[src/pkg/dwdsys_pkg.sv]
// dwdsys_pkg: constants shared by the dual watchdog block
package dwdsys_pkg;
  // window watchdog
  localparam int unsigned WIN_CNT_WIDTH   = 7;
  localparam logic [6:0]  WIN_CNT_RESET   = 7'h7F;
  localparam logic [6:0]  WIN_WINDOW_RESET = 7'h7F;
  localparam logic [6:0]  WIN_TIMEOUT_VAL = 7'h3F;
  localparam int unsigned WIN_PRESCALE    = 12288;
  // independent watchdog
  localparam int unsigned IND_CNT_WIDTH   = 8;
  localparam logic [7:0]  IND_RELOAD_RESET = 8'hFF;
  localparam logic [7:0]  IND_KEY_REFRESH = 8'hAA;
  localparam logic [7:0]  IND_KEY_ENABLE  = 8'hCC;
  // option byte bit positions
  localparam int unsigned OPT_IND_HW_BIT  = 2;
  localparam int unsigned OPT_WIN_HW_BIT  = 1;
  localparam int unsigned OPT_OSC_EN_BIT  = 3;
  // low-speed oscillator rate, used to document the tick divider
  localparam int unsigned LSO_FREQ_KHZ    = 128;
  localparam int unsigned CLK_FREQ_KHZ    = 50000;
endpackage : dwdsys_pkg

[src/pkg/dwdsys_tick_if.sv]
// dwdsys_tick_if: tick and reload signals between top and the timer core
`timescale 1ns/1ps
interface dwdsys_tick_if;
  logic       tick;
  logic       reload;
  logic       enable;
  logic       expired;
  modport ctrl (output tick, output reload, output enable, input expired);
  modport core (input tick, input reload, input enable, output expired);
endinterface : dwdsys_tick_if

[src/verilog/dwdsys_downcnt.sv]
// dwdsys_downcnt: loadable down counter that flags end of count
`timescale 1ns/1ps
module dwdsys_downcnt
  import dwdsys_pkg::*;
#(
  parameter int unsigned WIDTH = 8
)
(
  input  wire logic             clk,
  input  wire logic             rst_n,
  input  wire logic [WIDTH-1:0] load_val,
  output logic      [WIDTH-1:0] count,
  dwdsys_tick_if.core           port
);
  if (WIDTH < 2)
  begin : g_bad_width
    $error("dwdsys_downcnt: WIDTH too small");
  end

  logic [WIDTH-1:0] next_count;
  logic             next_expired;
  logic             expired_q;

  always_comb
  begin
    next_count   = count;
    next_expired = 1'b0;
    if (!port.enable)
      next_count = load_val;
    else if (port.reload)
      next_count = load_val;
    else if (port.tick)
    begin
      if (count == '0)
        next_expired = 1'b1;
      else
        next_count = count - WIDTH'(1);
    end
  end

  always_ff @(posedge clk or negedge rst_n)
  begin
    if (!rst_n)
    begin
      count     <= '1;
      expired_q <= 1'b0;
    end
    else
    begin
      count     <= next_count;
      expired_q <= next_expired;
    end
  end

  assign port.expired = expired_q;
endmodule : dwdsys_downcnt

[src/verilog/dwdsys_top.sv]
// dwdsys_top: window watchdog plus independent watchdog, reset request output
// Function
// - two independent timers: window and independent
// - enable by software write or option
// - once enabled, only reset disables
// - window watchdog resets on time-out
// - refresh outside window causes reset
// - independent counter ticks from low-speed oscillator
// - hardware option starts independent watchdog at power-on
// - independent watchdog resets unless key written
// - options held true plus complemented copy
`timescale 1ns/1ps
module dwdsys_top
  import dwdsys_pkg::*;
#(
  parameter int unsigned WIN_DIV = WIN_PRESCALE
)
(
  // clock and reset
  input  wire logic       clk_in,
  input  wire logic       arst_n_in,
  // low-speed internal oscillator, asynchronous to clk_in
  input  wire logic       low_speed_internal_osc_in,
  // option byte pair
  input  wire logic [7:0] opt_true_in,
  input  wire logic [7:0] opt_compl_in,
  // window watchdog software port
  input  wire logic       win_ctrl_wr_in,
  input  wire logic       win_ctrl_en_in,
  input  wire logic [6:0] win_ctrl_cnt_in,
  input  wire logic       win_window_wr_in,
  input  wire logic [6:0] win_window_in,
  // independent watchdog software port
  input  wire logic       ind_key_wr_in,
  input  wire logic [7:0] ind_key_in,
  input  wire logic [7:0] ind_reload_in,
  // status and reset request
  output logic            win_active_out,
  output logic            ind_active_out,
  output logic [6:0]      win_count_out,
  output logic            opt_error_out,
  output logic            reset_req_out
);
  // the prescaler is 14 bits wide, so larger dividers cannot be served
  if (WIN_DIV < 2 || WIN_DIV > 16384)
  begin : g_bad_div
    $error("dwdsys_top: WIN_DIV out of range");
  end

  ////////////////////////////////////////////////////////////////////////////
  // reset release and oscillator synchroniser
  logic [1:0] rst_sync;
  logic       rst_n;
  logic [2:0] osc_sync;

  always_ff @(posedge clk_in or negedge arst_n_in)
  begin
    if (!arst_n_in)
      rst_sync <= 2'h0;
    else
      rst_sync <= {rst_sync[0], 1'b1};
  end
  assign rst_n = rst_sync[1];

  // osc_sync[0] feeds only osc_sync[1]; edge detect uses stages 1 and 2
  always_ff @(posedge clk_in or negedge rst_n)
  begin
    if (!rst_n)
      osc_sync <= 3'h0;
    else
      osc_sync <= {osc_sync[1:0], low_speed_internal_osc_in};
  end

  ////////////////////////////////////////////////////////////////////////////
  // option bytes, captured once after reset release
  logic       opt_loaded;
  logic       opt_ind_hw;
  logic       opt_win_hw;
  logic       opt_bad;
  logic       next_opt_loaded;
  logic       next_opt_ind_hw;
  logic       next_opt_win_hw;
  logic       next_opt_bad;

  always_comb
  begin
    next_opt_loaded = 1'b1;
    next_opt_ind_hw = opt_ind_hw;
    next_opt_win_hw = opt_win_hw;
    next_opt_bad    = opt_bad;
    if (!opt_loaded)
    begin
      // a mismatched pair falls back to the safe side: both watchdogs on
      next_opt_bad    = (opt_true_in != ~opt_compl_in);
      next_opt_ind_hw = opt_true_in[OPT_IND_HW_BIT] | next_opt_bad;
      next_opt_win_hw = opt_true_in[OPT_WIN_HW_BIT] | next_opt_bad;
    end
  end

  always_ff @(posedge clk_in or negedge rst_n)
  begin
    if (!rst_n)
    begin
      opt_loaded <= 1'b0;
      opt_ind_hw <= 1'b0;
      opt_win_hw <= 1'b0;
      opt_bad    <= 1'b0;
    end
    else
    begin
      opt_loaded <= next_opt_loaded;
      opt_ind_hw <= next_opt_ind_hw;
      opt_win_hw <= next_opt_win_hw;
      opt_bad    <= next_opt_bad;
    end
  end

  ////////////////////////////////////////////////////////////////////////////
  // window watchdog: enable, window register, prescaler
  dwdsys_tick_if win_if ();
  dwdsys_tick_if ind_if ();

  logic        win_en;
  logic [6:0]  win_window;
  logic [6:0]  win_load;
  logic [13:0] win_pre;
  logic        next_win_en;
  logic [6:0]  next_win_window;
  logic [6:0]  next_win_load;
  logic [13:0] next_win_pre;
  logic        win_refresh;
  logic        win_bad_refresh;
  logic [6:0]  win_count;

  // refresh allowed only inside the window and above time-out
  assign win_refresh = win_ctrl_wr_in && win_en
                       && (win_count < win_window)
                       && (win_count > WIN_TIMEOUT_VAL);
  assign win_bad_refresh = win_ctrl_wr_in && win_en && !win_refresh;

  always_comb
  begin
    next_win_en     = win_en;
    next_win_window = win_window;
    next_win_load   = win_load;
    next_win_pre    = win_pre;
    // a clear of the enable bit is ignored once set
    if ((win_ctrl_wr_in && win_ctrl_en_in) || (opt_loaded && opt_win_hw))
      next_win_en = 1'b1;
    if (win_ctrl_wr_in && (!win_en || win_refresh))
      next_win_load = win_ctrl_cnt_in;
    if (win_window_wr_in)
      next_win_window = win_window_in;
    if (!win_en || win_refresh || win_pre == 14'(WIN_DIV - 1))
      next_win_pre = 14'h0;
    else
      next_win_pre = win_pre + 14'h1;
  end

  always_ff @(posedge clk_in or negedge rst_n)
  begin
    if (!rst_n)
    begin
      win_en     <= 1'b0;
      win_window <= WIN_WINDOW_RESET;
      win_load   <= WIN_CNT_RESET;
      win_pre    <= 14'h0;
    end
    else
    begin
      win_en     <= next_win_en;
      win_window <= next_win_window;
      win_load   <= next_win_load;
      win_pre    <= next_win_pre;
    end
  end

  assign win_if.enable = win_en;
  assign win_if.reload = win_refresh;
  assign win_if.tick   = win_en && (win_pre == 14'(WIN_DIV - 1));

  // counter runs down to the time-out value; offset so core expiry matches
  logic [6:0] win_core_cnt;
  logic [6:0] win_core_load;
  // the enabling write loads its own value, not the one held before it
  assign win_core_load = ((win_refresh || (win_ctrl_wr_in && !win_en)) ? win_ctrl_cnt_in
                          : win_load) - WIN_TIMEOUT_VAL;
  assign win_count     = win_core_cnt + WIN_TIMEOUT_VAL;

  dwdsys_downcnt #(
    .WIDTH    (WIN_CNT_WIDTH)
  ) u_win_cnt (
    .clk      (clk_in),
    .rst_n    (rst_n),
    .load_val (win_core_load),
    .count    (win_core_cnt),
    .port     (win_if.core)
  );

  ////////////////////////////////////////////////////////////////////////////
  // independent watchdog: key handling on oscillator ticks
  logic       ind_en;
  logic       next_ind_en;
  logic       ind_refresh_pend;
  logic       next_ind_refresh_pend;
  logic       osc_tick;

  assign osc_tick = osc_sync[1] && !osc_sync[2];

  always_comb
  begin
    next_ind_en           = ind_en;
    next_ind_refresh_pend = ind_refresh_pend;
    if ((ind_key_wr_in && ind_key_in == IND_KEY_ENABLE) || (opt_loaded && opt_ind_hw))
      next_ind_en = 1'b1;
    // a key write in the tick cycle is held, so it is not lost
    if (ind_key_wr_in && ind_key_in == IND_KEY_REFRESH)
      next_ind_refresh_pend = 1'b1;
    else if (osc_tick)
      next_ind_refresh_pend = 1'b0;
  end

  always_ff @(posedge clk_in or negedge rst_n)
  begin
    if (!rst_n)
    begin
      ind_en           <= 1'b0;
      ind_refresh_pend <= 1'b0;
    end
    else
    begin
      ind_en           <= next_ind_en;
      ind_refresh_pend <= next_ind_refresh_pend;
    end
  end

  assign ind_if.enable = ind_en;
  assign ind_if.reload = osc_tick && ind_refresh_pend;
  assign ind_if.tick   = osc_tick;

  dwdsys_downcnt #(
    .WIDTH    (IND_CNT_WIDTH)
  ) u_ind_cnt (
    .clk      (clk_in),
    .rst_n    (rst_n),
    .load_val (ind_reload_in),
    .count    (),
    .port     (ind_if.core)
  );

  ////////////////////////////////////////////////////////////////////////////
  // outputs
  logic next_reset_req;
  logic reset_req;
  always_comb
  begin
    next_reset_req = win_if.expired || win_bad_refresh || ind_if.expired;
  end

  always_ff @(posedge clk_in or negedge rst_n)
  begin
    if (!rst_n)
      reset_req <= 1'b0;
    else
      reset_req <= next_reset_req;
  end

  assign reset_req_out  = reset_req;
  assign win_active_out = win_en;
  assign ind_active_out = ind_en;
  assign win_count_out  = win_count;
  assign opt_error_out  = opt_bad;
endmodule : dwdsys_top
[config.mk]
export PLATFORM = sky130hd
export DESIGN_NAME = dwdsys_top
export DESIGN_NICKNAME = d
export VERILOG_FILES = /design/src/pkg/dwdsys_pkg.sv /design/src/pkg/dwdsys_tick_if.sv /design/src/verilog/dwdsys_downcnt.sv /design/src/verilog/dwdsys_top.sv
export SDC_FILE = /design/constraint.sdc
export NUM_CORES = 1
export LEC_CHECK = 0
export ABC_AREA = 1
export BUFFER_PORTS_ARGS = -buffer_cell sky130_fd_sc_hd__buf_2
export CORE_MARGIN = 4
export CORE_UTILIZATION = 49
export DETAILED_ROUTE_END_ITERATION = 6
export PLACE_DENSITY = 0.83
export SYNTH_ARGS = -nofsm -noshare
export SYNTH_HDL_FRONTEND = slang
export SYNTH_SLANG_ARGS = --single-unit
export TNS_END_PERCENT = 5
[constraint.sdc]
create_clock -name clk_in -period 4.9 [get_ports clk_in]
set_input_delay 0.98 -clock clk_in [delete_from_list [all_inputs] [get_ports clk_in]]
set_output_delay 0.98 -clock clk_in [all_outputs]
set_load 0.01 [all_outputs]
# ---- Word level (Yosys, flattened, before mapping)
# Cells that the tools add are included.
dict set report word_totals {
  ff_bits 58
  latchBits 0
  ramBits 0
  romBits 0
  wordCells 84
  mem_count 0
}
dict set report op_classes {
  n_addsub 5
  n_mul 0
  n_div 0
  magnitude_cmp 2
  eq_ne 8
  shifts 0
  muxes 20
  n_bitwise 3
  n_reduce_logical 29
}
# cell n
set op_table {}
lappend op_table {{2-to-1 mux 7 bit} 5}
lappend op_table {{2-to-1 mux 8 bit} 4}
lappend op_table {{equality test 8 bit, second input constant} 2}
lappend op_table {{adder 14 x 1 -> 14 bit, second input constant} 1}
lappend op_table {{equality test 14 bit, second input constant} 1}
lappend op_table {{logical AND 1 bit} 14}
lappend op_table {{2-to-1 mux 14 bit} 1}
lappend op_table {{2-to-1 mux 1 bit} 10}
lappend op_table {{zero test 8 bit} 1}
lappend op_table {{inequality test 8 bit} 1}
lappend op_table {{inverter 8 bit} 1}
lappend op_table {{subtractor 8 x 1 -> 8 bit, second input constant} 1}
lappend op_table {{adder 7 x 6 -> 7 bit, second input constant} 1}
lappend op_table {{> comparator 7 x 6 -> 1 bit, second input constant} 1}
lappend op_table {{zero test 7 bit} 1}
lappend op_table {{logical OR 1 bit} 7}
lappend op_table {{< comparator 7 bit} 1}
lappend op_table {{subtractor 7 x 1 -> 7 bit, second input constant} 1}
lappend op_table {{subtractor 7 x 6 -> 7 bit, second input constant} 1}
lappend op_table {{inequality test 3 bit, second input constant} 2}
lappend op_table {{AND reduction 2 bit} 2}
lappend op_table {{zero test 1 bit} 3}
lappend op_table {{inequality test 3 x 1 -> 1 bit, second input constant} 1}
lappend op_table {{inequality test 3 x 2 -> 1 bit, second input constant} 1}
lappend op_table {{2 further kinds} 3}

# ---- Longest topological paths before layout
# Gate-level depths: netlist (run 1).
dict set report depth {
  depth_word 9
  mapped_depth 26
}

# ---- Hierarchy
# A second synthesis (run 1) with hierarchy kept.
dict set report unflattened {
  hier_cells 461
  hier_area_um2 3637.2
}
# mod n_inst cells_per_inst area_each_um2 seq_area_each_um2
set modules_own_cells {}
lappend modules_own_cells {dwdsys_top 1 274 2356.0 1043.5}
lappend modules_own_cells {{dwdsys_downcnt (u_ind_cnt)} 1 102 694.4 235.2}
lappend modules_own_cells {{dwdsys_downcnt (u_win_cnt)} 1 85 586.8 209.0}

# ---- Worst setup path after synthesis (run 1)
# Ideal clock, no wire load.
dict set report synth_path {
  kind {flip-flop to flip-flop}
  from {reg u_win_cnt.count[0]}
  to {reg u_win_cnt.count[6]}
  setup_time_ns 0.060
  t_arrival_ns 2.973
  path_slack_ns 1.867
  path_stages_with_launch 24
  path_buffers 1
  period_less_slack_ns 3.033
  path_cell_list {dfstp_2 > inv_2 > ha_1 > xor2_1 > ha_1 > a21oi_1 > nand2_1 > nand2_1 > nand2_1 > nand2_1 > nand2_1 > nand2_2 > nand3_4 > nand2_4 > buf_12 > nand2_2 > nand2_4 > ha_1 > nand3_2 > nor2_4 > nand3_2 > nand3_1 > nand2_1 > nand2_1}
}
dict set report synth_via {
  elab_chain_len 9
}
# element line_no
set synth_rtl {}
lappend synth_rtl {{start: declaration} dwdsys_downcnt.sv:12} ;# output logic [WIDTH-1:0] count,
lappend synth_rtl {{start signal: assignment} dwdsys_downcnt.sv:50} ;# count <= next_count;
lappend synth_rtl {{adder 7 x 6 -> 7 bit (*)} dwdsys_top.sv:188} ;# assign win_count = win_core_cnt + WIN_TIMEOUT_VAL;
lappend synth_rtl {{via win_count_out[0]} dwdsys_top.sv:40} ;# output logic [6:0] win_count_out,
lappend synth_rtl {{< comparator 7 bit} dwdsys_top.sv:137} ;# && (win_count < win_window)
lappend synth_rtl {{logical AND 1 bit} dwdsys_top.sv:137}
lappend synth_rtl {{logical AND 1 bit (*)} dwdsys_top.sv:138} ;# && (win_count > WIN_TIMEOUT_VAL);
lappend synth_rtl {{logical OR 1 bit} dwdsys_top.sv:186} ;# assign win_core_load = ((win_refresh || (win_ctrl_wr_in && !win_en)) ? win_ctrl_cnt_in
lappend synth_rtl {{2-to-1 mux 7 bit} dwdsys_top.sv:186}
lappend synth_rtl {{subtractor 7 x 6 -> 7 bit} dwdsys_top.sv:187} ;# : win_load) - WIN_TIMEOUT_VAL;
lappend synth_rtl {{2-to-1 mux 7 bit} dwdsys_downcnt.sv:30} ;# else if (port.reload)
lappend synth_rtl {{2-to-1 mux 7 bit} dwdsys_downcnt.sv:28} ;# if (!port.enable)
# Mark *: on every way through the listed nets, which the timed path passes. The rest lies on a longest branch. The select of a mux whose other input is x is not followed.
# A chain may end at the register's enable or synchronous reset.

# ---- Worst setup path after layout (run 1)
dict set report layout_path {
  from {reg u_win_cnt.count[0]}
  to {reg u_win_cnt.count[6]}
}
dict set report layout_via {
  elab_chain_len 9
}
# element line_no
set layout_rtl {}
lappend layout_rtl {{adder 7 x 6 -> 7 bit} dwdsys_top.sv:188}
lappend layout_rtl {{< comparator 7 bit} dwdsys_top.sv:137}
lappend layout_rtl {{logical AND 1 bit} dwdsys_top.sv:137}
lappend layout_rtl {{logical AND 1 bit} dwdsys_top.sv:138}
lappend layout_rtl {{logical OR 1 bit} dwdsys_top.sv:186}
lappend layout_rtl {{2-to-1 mux 7 bit} dwdsys_top.sv:186}
lappend layout_rtl {{subtractor 7 x 6 -> 7 bit} dwdsys_top.sv:187}
lappend layout_rtl {{2-to-1 mux 7 bit} dwdsys_downcnt.sv:30}
lappend layout_rtl {{2-to-1 mux 7 bit} dwdsys_downcnt.sv:28}
# Parallel ways exist; a longest one is shown, timed or not. The select of a mux whose other input is x is not followed.

==> results of run 1 <==
power by group:
group          leakage [nW]  switching, mW  internal, mW
Combinational          1.19         0.0955        0.0709
Sequential            0.655         0.0315         0.546
Clock                 0.107          0.176         0.276
worst paths after layout:
kind / startpoint / slack [ns] / end / cells past startpoint
setup / recovery: u_win_cnt.count[0] / 1.63 / u_win_cnt.count[6] / 22
min in group asynchronous: rst_sync[1] / 0.40 / reset_req_out / 1
hold reg to reg: rst_sync[0] / 0.35 / rst_sync[1] / 0
max in group asynchronous: rst_sync[1] / 4.06 / win_pre[4] / 1
hold / removal: rst_sync[0] / 0.35 / rst_sync[1] / 0
setup reg to reg: u_win_cnt.count[0] / 1.63 / u_win_cnt.count[6] / 22
placed cells by master, fill, tap and decap left out, types with 2 or more instances in the layout:
cell / instances
a31oi_1: 2
nand4_1: 8
nor2_4: 2
nor2_2: 6
inv_2: 4
o211ai_1: 4
nand3_1: 25
nand2_2: 12
nor4_1: 2
nor3_1: 10
clkbuf_8: 12
a21oi_1: 18
nand2_4: 5
nand3_2: 2
o22ai_1: 3
o21ai_1: 3
dfrtp_1: 28
clkbuf_1: 2
xor2_1: 11
nor3b_1: 2
nand3b_1: 3
inv_1: 50
nor2_1: 29
conb_1: 2
xnor2_1: 2
nand2_1: 79
buf_2: 63
ha_1: 9
o21ai_0: 22
dfstp_2: 29
worst max-delay path, delay by kind of cell (launching register included):
kind	cells	cell delay (ns)
AO/OA/AOI/OAI	1	0.15
XOR/XNOR	1	0.31
adder cells (fa/ha/maj)	3	0.76
buffers and inverters	1	0.07
flip-flops	1	0.53
AND/OR/NAND/NOR	16	1.38
per-layer routing:
metal,GRT usage [%],vias to the layer above,routed length [um]
met5,0,-,0
met4,7.015,0,109
met3,5.259,9,390
met2,30.45,84,3265
met1,22.04,1303,3039
li1,-,1419,-
final cells by class:
type / count / area (sq um) / share of cell area (%)
clock buffer: 14 / 172.7 / 4.450
clock inverter: 2 / 35.03 / 0.9029
inverter: 54 / 202.7 / 5.224
multi-input combinational: 274 / 1562 / 40.25
sequential: 58 / 1489 / 38.37
tap: 77 / 96.34 / 2.483
timing repair buffer: 64 / 322.8 / 8.320
cell families (layout without fill, tap and decap cells):
logic type	Yosys count	after routing
flops	58	58
compound gates	58	58
fa+ha+maj	9	9
other cells	1	2
buf+inv	59	134
mux	2	2
simple gates	189	189
xor+xnor	14	14
flip-flops by register name, indices dropped and copies added (netlist names):
signal / cells
win_pre: 14
opt_win_hw: 1
win_window: 7
win_load: 7
u_ind_cnt.port.expired: 1
u_win_cnt.count: 7
ind_refresh_pend: 1
u_win_cnt.port.expired: 1
reset_req_out: 1
opt_loaded: 1
opt_error_out: 1
rst_sync: 2
osc_sync: 3
u_ind_cnt.count: 8
opt_ind_hw: 1
win_active_out: 1
ind_active_out: 1
==> flow_summary.yaml, run 1 <==
routing:
  wl_per_cell_um: 12.53
  drt_wl_total_um: 6804
  drtIter0Drc: 101
  viasPerCell: 5.184
  drt-pass1-iter-count: 4
  drc: 0
  vias: 2815
  final_antenna_net_count: 0
die:
  die_w_um: 89.97
  ios: 64
  rows: 29
  die-height_um: 89.97
  core_sq_um: 6422
  die-area_sq_um: 8094
  start_util_pct: 51.26
place:
  routabilityCongestion: 0.8885
  dp_cells: 527
  dp_slack_ns: 1.650
  dpl-instance-area_sq_um: 3672
  place_hpwl_um: 5167
  port_buffers: 63
logic_synthesis:
  synthAdderAreaFrac_pct: 3.421
  synth_cells: 390
  syn_area_sq_um: 3292
  ys_warn_count: 0
  synth_flop_cell: "dfstp_2"
  synth_xor_area_share_pct: 3.953
  yosysTopAreaCellShare_pct: 23.15
  synth_most_common_cell: "nand2_1"
  yosysUniqueCellTypes: 44
  synth_compound_area_share_pct: 10.19
  synth_top_area_cell: "dfstp_2"
  synth_top_family_by_area: "simple AND/OR/NAND/NOR gates"
  synth_mux_area_share_pct: 0.6461
  ys_seq_area_share_pct: 45.19
  synthTopCellsByCount: "79 x nand2_1, 50 x inv_1, 29 x dfrtp_1, 29 x dfstp_2, 29 x nor2_1"
  avgSynthCellArea_sq_um: 8.441
  synth_edf_count: 0
  yosys.area_share.simple_pct: 29.00
  synth_area_leaders: "dfstp_2 23%, dfrtp_1 22%, nand2_1 9.0%"
  synth_seq_cells: 58
  async_flop_share_pct: 100.0
grt:
  grt_max_degree: 57
  track_usage_pct: 18.13
  grt_pass1_wl_um: 12050
  grt_pass1_vias: 2792
  antenna_found_initial: 0
  grt_overflow: 0
clock_network:
  clockRootBuffer: "clkbuf_8"
  worstSkewPairLatency_ns: 0.34
  cts_max_path_buffers: 2
  cts_setup_buffers: 0
  cts_resized: 0
  cts.clk_slew.worst_paths_ns: 0.06
  cts_tree: "yes"
  cts.sinks: 58
  cts_made_buffers: 9
  cts_max_level: 3
  ctsHoldBuffers: 0
power_and_ir_drop:
  finalPower_mw: 1.196
  power_per_cell_area_nw_per_um2: 308.2
  p_leak_nw: 1.955
  irDropWorstVdd_mv: 0.1849
worst_hold_path:
  min_path_type: "reg2reg"
sta:
  tightestPinTransition_ns: 0.6844
  rsz0062_at_grt: "no"
  setup_ws_ns: 1.628
  setup_tns_ns: 0
  fin_skew_ns: 0.006763
  fmax_mhz: 305.6
  period_needed_ns: 3.272
  period_share_pct: 66.78
  slew_viol_final: 0
  holdWs_ns: 0.3508
  hold_viol: 0
  slew_headroom_pct: 54.37
  setup_violations: 0
layout:
  synthToLayoutAreaGrowth_pct: 17.86
  nFillCells: 560
  layout-drive-gt1-share_pct: 31.55
  fin_cells: 543
  final_net_count: 523
  design_area_sq_um: 3880
  antennaDiodeCount: 0
  final_core_util_pct: 60.41
critical_path:
  cpMostUsedCell: "nand2_1"
  arrival_ns: 3.55
  end_kind: "register"
  crit_path_start_kind: "register"
  crit_type: "reg2reg"
  path_cells: "inv_2 -> ha_1 -> xor2_1 -> ha_1 -> a21oi_1 -> nand2_1 -> nand2_1 -> nand2_1 -> nand2_1 -> nand2_1 -> nand2_2 -> nand3_4 -> nand2_4 -> nand2_2 -> nand2_4 -> ha_1 -> nand3_2 -> nor2_4 -> nand3_2 -> nand3_1 -> nand2_1 -> nand2_1"
  critPathSlowestCell: "dfstp_2"
  critPathMaxStageDelay_ns: 0.53
  crit_required_ns: 5.18
  crit_path_max_fanout: 12
job:
  drv_cap: 0
outcome:
  status: "complete, no violations"
No activity file was read; power rests on OpenSTA's default activity.
==> inputs of run 2 (changes only) <==
--- a/config.mk
+++ b/config.mk
@@ -5,7 +5,7 @@
 export SDC_FILE = /design/constraint.sdc
 export NUM_CORES = 1
 export LEC_CHECK = 0
-export ABC_AREA = 1
+export ABC_AREA = 0
 export BUFFER_PORTS_ARGS = -buffer_cell sky130_fd_sc_hd__buf_2
 export CORE_MARGIN = 4
 export CORE_UTILIZATION = 49
==> constraint.sdc (replaced) <==
create_clock -name clk_in -period 3.3 [get_ports clk_in]
set_input_delay 0.66 -clock clk_in [delete_from_list [all_inputs] [get_ports clk_in]]
set_output_delay 0.66 -clock clk_in [all_outputs]
set_load 0.01 [all_outputs]
==> run 2 against run 1 <==
The flow now finishes with violations (negative setup slack). Clock skew up 0.0011 ns. Non-clock buffer count up 29. Clock power up 74%. Total power rose to 2.9 times the previous value. Area after synthesis up 1.7%. Utilization up 6.3 points. Sequential power up 100%. Critical path depth down 5. Critical path type unchanged. Largest cell class unchanged.
==> flow_summary.yaml, run 2 <==
logic_synthesis:
  async_flop_share_pct: 100.0
  synth_seq_cells: 58
  synth_cells: 350
  synth_edf_count: 0
  synth_top_area_cell: "dfstp_2"
  synthTopCellsByCount: "41 x nand2_1, 31 x nor2_1, 29 x dfrtp_1, 29 x dfstp_2, 17 x o21ai_0"
  syn_area_sq_um: 3348
  synth_mux_area_share_pct: 3.550
  avgSynthCellArea_sq_um: 9.566
  synth_xor_area_share_pct: 8.109
  yosysTopAreaCellShare_pct: 22.76
  synth_top_family_by_area: "simple AND/OR/NAND/NOR gates"
  synth_most_common_cell: "nand2_1"
  yosys.area_share.simple_pct: 20.44
  synthAdderAreaFrac_pct: 3.363
  ys_seq_area_share_pct: 44.43
  synth_flop_cell: "dfstp_2"
  yosysUniqueCellTypes: 63
  synth_area_leaders: "dfstp_2 23%, dfrtp_1 22%, nand2_1 4.6%"
  synth_compound_area_share_pct: 16.63
  ys_warn_count: 0
layout:
  layout-drive-gt1-share_pct: 38.89
  final_net_count: 507
  largestRegisters: "win_pre x14, u_ind_cnt.count x8"
  top_register: "win_pre"
  largest_reg_flops: 14
  multi_input_area_sq_um: 1914
  nFillCells: 498
  synthToLayoutAreaGrowth_pct: 29.41
  seq_area_sq_um: 1489
  antennaDiodeCount: 0
  layout_commonest_cell: "buf_2"
  most-common-layout-cells: "63 x buf_2, 39 x nand2_1, 30 x buf_4, 29 x nor2_1, 29 x dfstp_2"
sta:
  tightestPinTransition_ns: 0.7482
  setup_violations: 19
  period_needed_ns: 3.566
  fmax_mhz: 280.4
  setup_tns_ns: -0.9830
  rsz0062_at_grt: "yes"
  slew_headroom_pct: 50.12
  period_share_pct: 108.1
  setup_ws_ns: -0.2658
  hold_viol: 0
  slew_viol_final: 0
  fin_skew_ns: 0.007876
die:
  rows: 29
  die_w_um: 90.66
  core_sq_um: 6495
  ios: 64
  die-area_sq_um: 8219
  start_util_pct: 51.55
  die-height_um: 90.66
critical_path:
  end_kind: "register"
  rr_endpoint: "u_win_cnt.count[4]"
  crit_required_ns: 3.56
  crit_type: "reg2reg"
  crit_path_max_fanout: 5
  r2r-start: "u_win_cnt.count[0]"
  r2r_setup_slack_ns: -0.27
  crit_path_start_kind: "register"
  reg2reg_depth: 17
  arrival_ns: 3.83
power_and_ir_drop:
  irDropWorstVdd_mv: 0.3453
  power_per_cell_area_nw_per_um2: 805.0
  finalPower_mw: 3.488
  p_leak_nw: 1.904
clock_network:
  cts.clk_slew.worst_paths_ns: 0.07
  cts_made_buffers: 9
  cts.sinks: 58
  cts_tree: "yes"
  clockRootBuffer: "clkbuf_8"
  worstSkewPairLatency_ns: 0.34
  cts_max_path_buffers: 2
  cts_max_level: 3
grt:
  grt_max_degree: 37
  track_usage_pct: 19.77
  grt_pass1_wl_um: 13290
  antenna_found_initial: 0
  grt_overflow: 0
  grt_pass1_vias: 2971
place:
  port_buffers: 63
  place_hpwl_um: 5673
  routabilityCongestion: 0.8690
routing:
  viasPerCell: 5.622
  drtIter0Drc: 105
  drt_wl_total_um: 7750
  drc: 0
  final_antenna_net_count: 0
  wl_per_cell_um: 14.71
  drt-pass1-iter-count: 6
  vias: 2963
job:
  drv_cap: 0
worst_hold_path:
  min_path_type: "in2async"
outcome:
  violations: "negative setup slack"
  status: "complete, but fails checks"
## run 2: cell types whose count changed after synthesis, moves of 6 or more
cell	before	now
inv_1	50	15
nand3_1	25	16
nand2_1	79	41
o211ai_1	4	11
nand4_1	8	2
nand2_2	12	0
mux2_2	1	7
nand2b_1	0	6
xnor2_1	2	16
nor2_2	6	0
## run 2: logic make-up after synthesis
group / Yosys count
xor gates and xnor gates: 31
muxes: 11
buffers and inverters: 25
other: 1
AOI/OAI and AO/OA: 80
adders and majority gates: 9
and+or+nand+nor: 135
DFF: 58
## run 2: worst max-delay path by stage
stage,startpoint,end,slack (ns),depth (start not counted)
floorplan,u_win_cnt.count[0],u_win_cnt.count[4],-0.26,17
global placement,u_win_cnt.count[1],u_win_cnt.count[6],-0.19,17
detailed placement,u_win_cnt.count[1],u_win_cnt.count[6],-0.30,17
CTS,u_win_cnt.count[1],u_win_cnt.count[6],-0.27,17
global route,u_win_cnt.count[0],u_win_cnt.count[4],-0.41,17
finish,u_win_cnt.count[0],u_win_cnt.count[4],-0.27,17
## run 2: layer usage
| metal | vias up | global-route usage [%] | share of wire (%) |
|---|---|---|---|
| met4 | 0 | 8.929 | 1.8 |
| met3 | 11 | 4.000 | 6.0 |
| met1 | 1415 | 23.91 | 43 |
| met5 | - | 0 | 0 |
| li1 | 1445 | - | - |
| met2 | 92 | 33.79 | 49 |
## run 2: critical path, cell delays in order, from the launching register on
cell,delay [ns]
dfstp_2,0.39
inv_4,0.06
ha_4,0.14
or3b_4,0.42
xnor2_4,0.18
ha_4,0.22
a21o_1,0.16
a21oi_2,0.16
o21ai_2,0.10
a21oi_2,0.22
nor2_4,0.06
mux2_4,0.32
ha_4,0.18
nand2_2,0.10
o32ai_4,0.10
or3_4,0.37
and4_1,0.16
a211oi_2,0.14
## run 2: where the power goes
part           internal, mW  total [mW]  switching [mW]  leakage (nW)
combinational         0.768        1.52           0.754          1.13
sequential            0.998        1.18           0.181         0.662
clock                 0.501       0.787           0.286         0.114
## run 2: layout make-up
type / count / area share [%]
clock buffer: 11 / 3.032
sequential: 58 / 34.36
timing repair buffer: 93 / 12.47
clock inverter: 5 / 2.368
inverter: 15 / 1.357
tap: 77 / 2.224
multi-input combinational: 268 / 44.18
## run 2: through the flow
| step | cells | utilization, % | hold WS, ns | setup slack (ns) | cell area [sq um] |
|---|---|---|---|---|---|
| floorplan | 351 | - | 0.3312 | -0.2558 | 3453 |
| global placement | 505 | 61.43 | 0.3344 | -0.1859 | 3990 |
| detailed placement | 505 | 61.43 | 0.3419 | -0.3011 | 3990 |
| CTS | 527 | 66.36 | 0.08743 | -0.2667 | 4310 |
| global route | 527 | 66.71 | 0.09585 | -0.4101 | 4333 |
| finish | 527 | 66.71 | 0.1004 | -0.2658 | 4333 |
## run 2: timing repair
action                     CTS  global route
setup endpoints to repair    3            22
hold buffers                 0             0
buffers inserted             6             0
gates resized for setup     10             4
pin swaps                    8             4
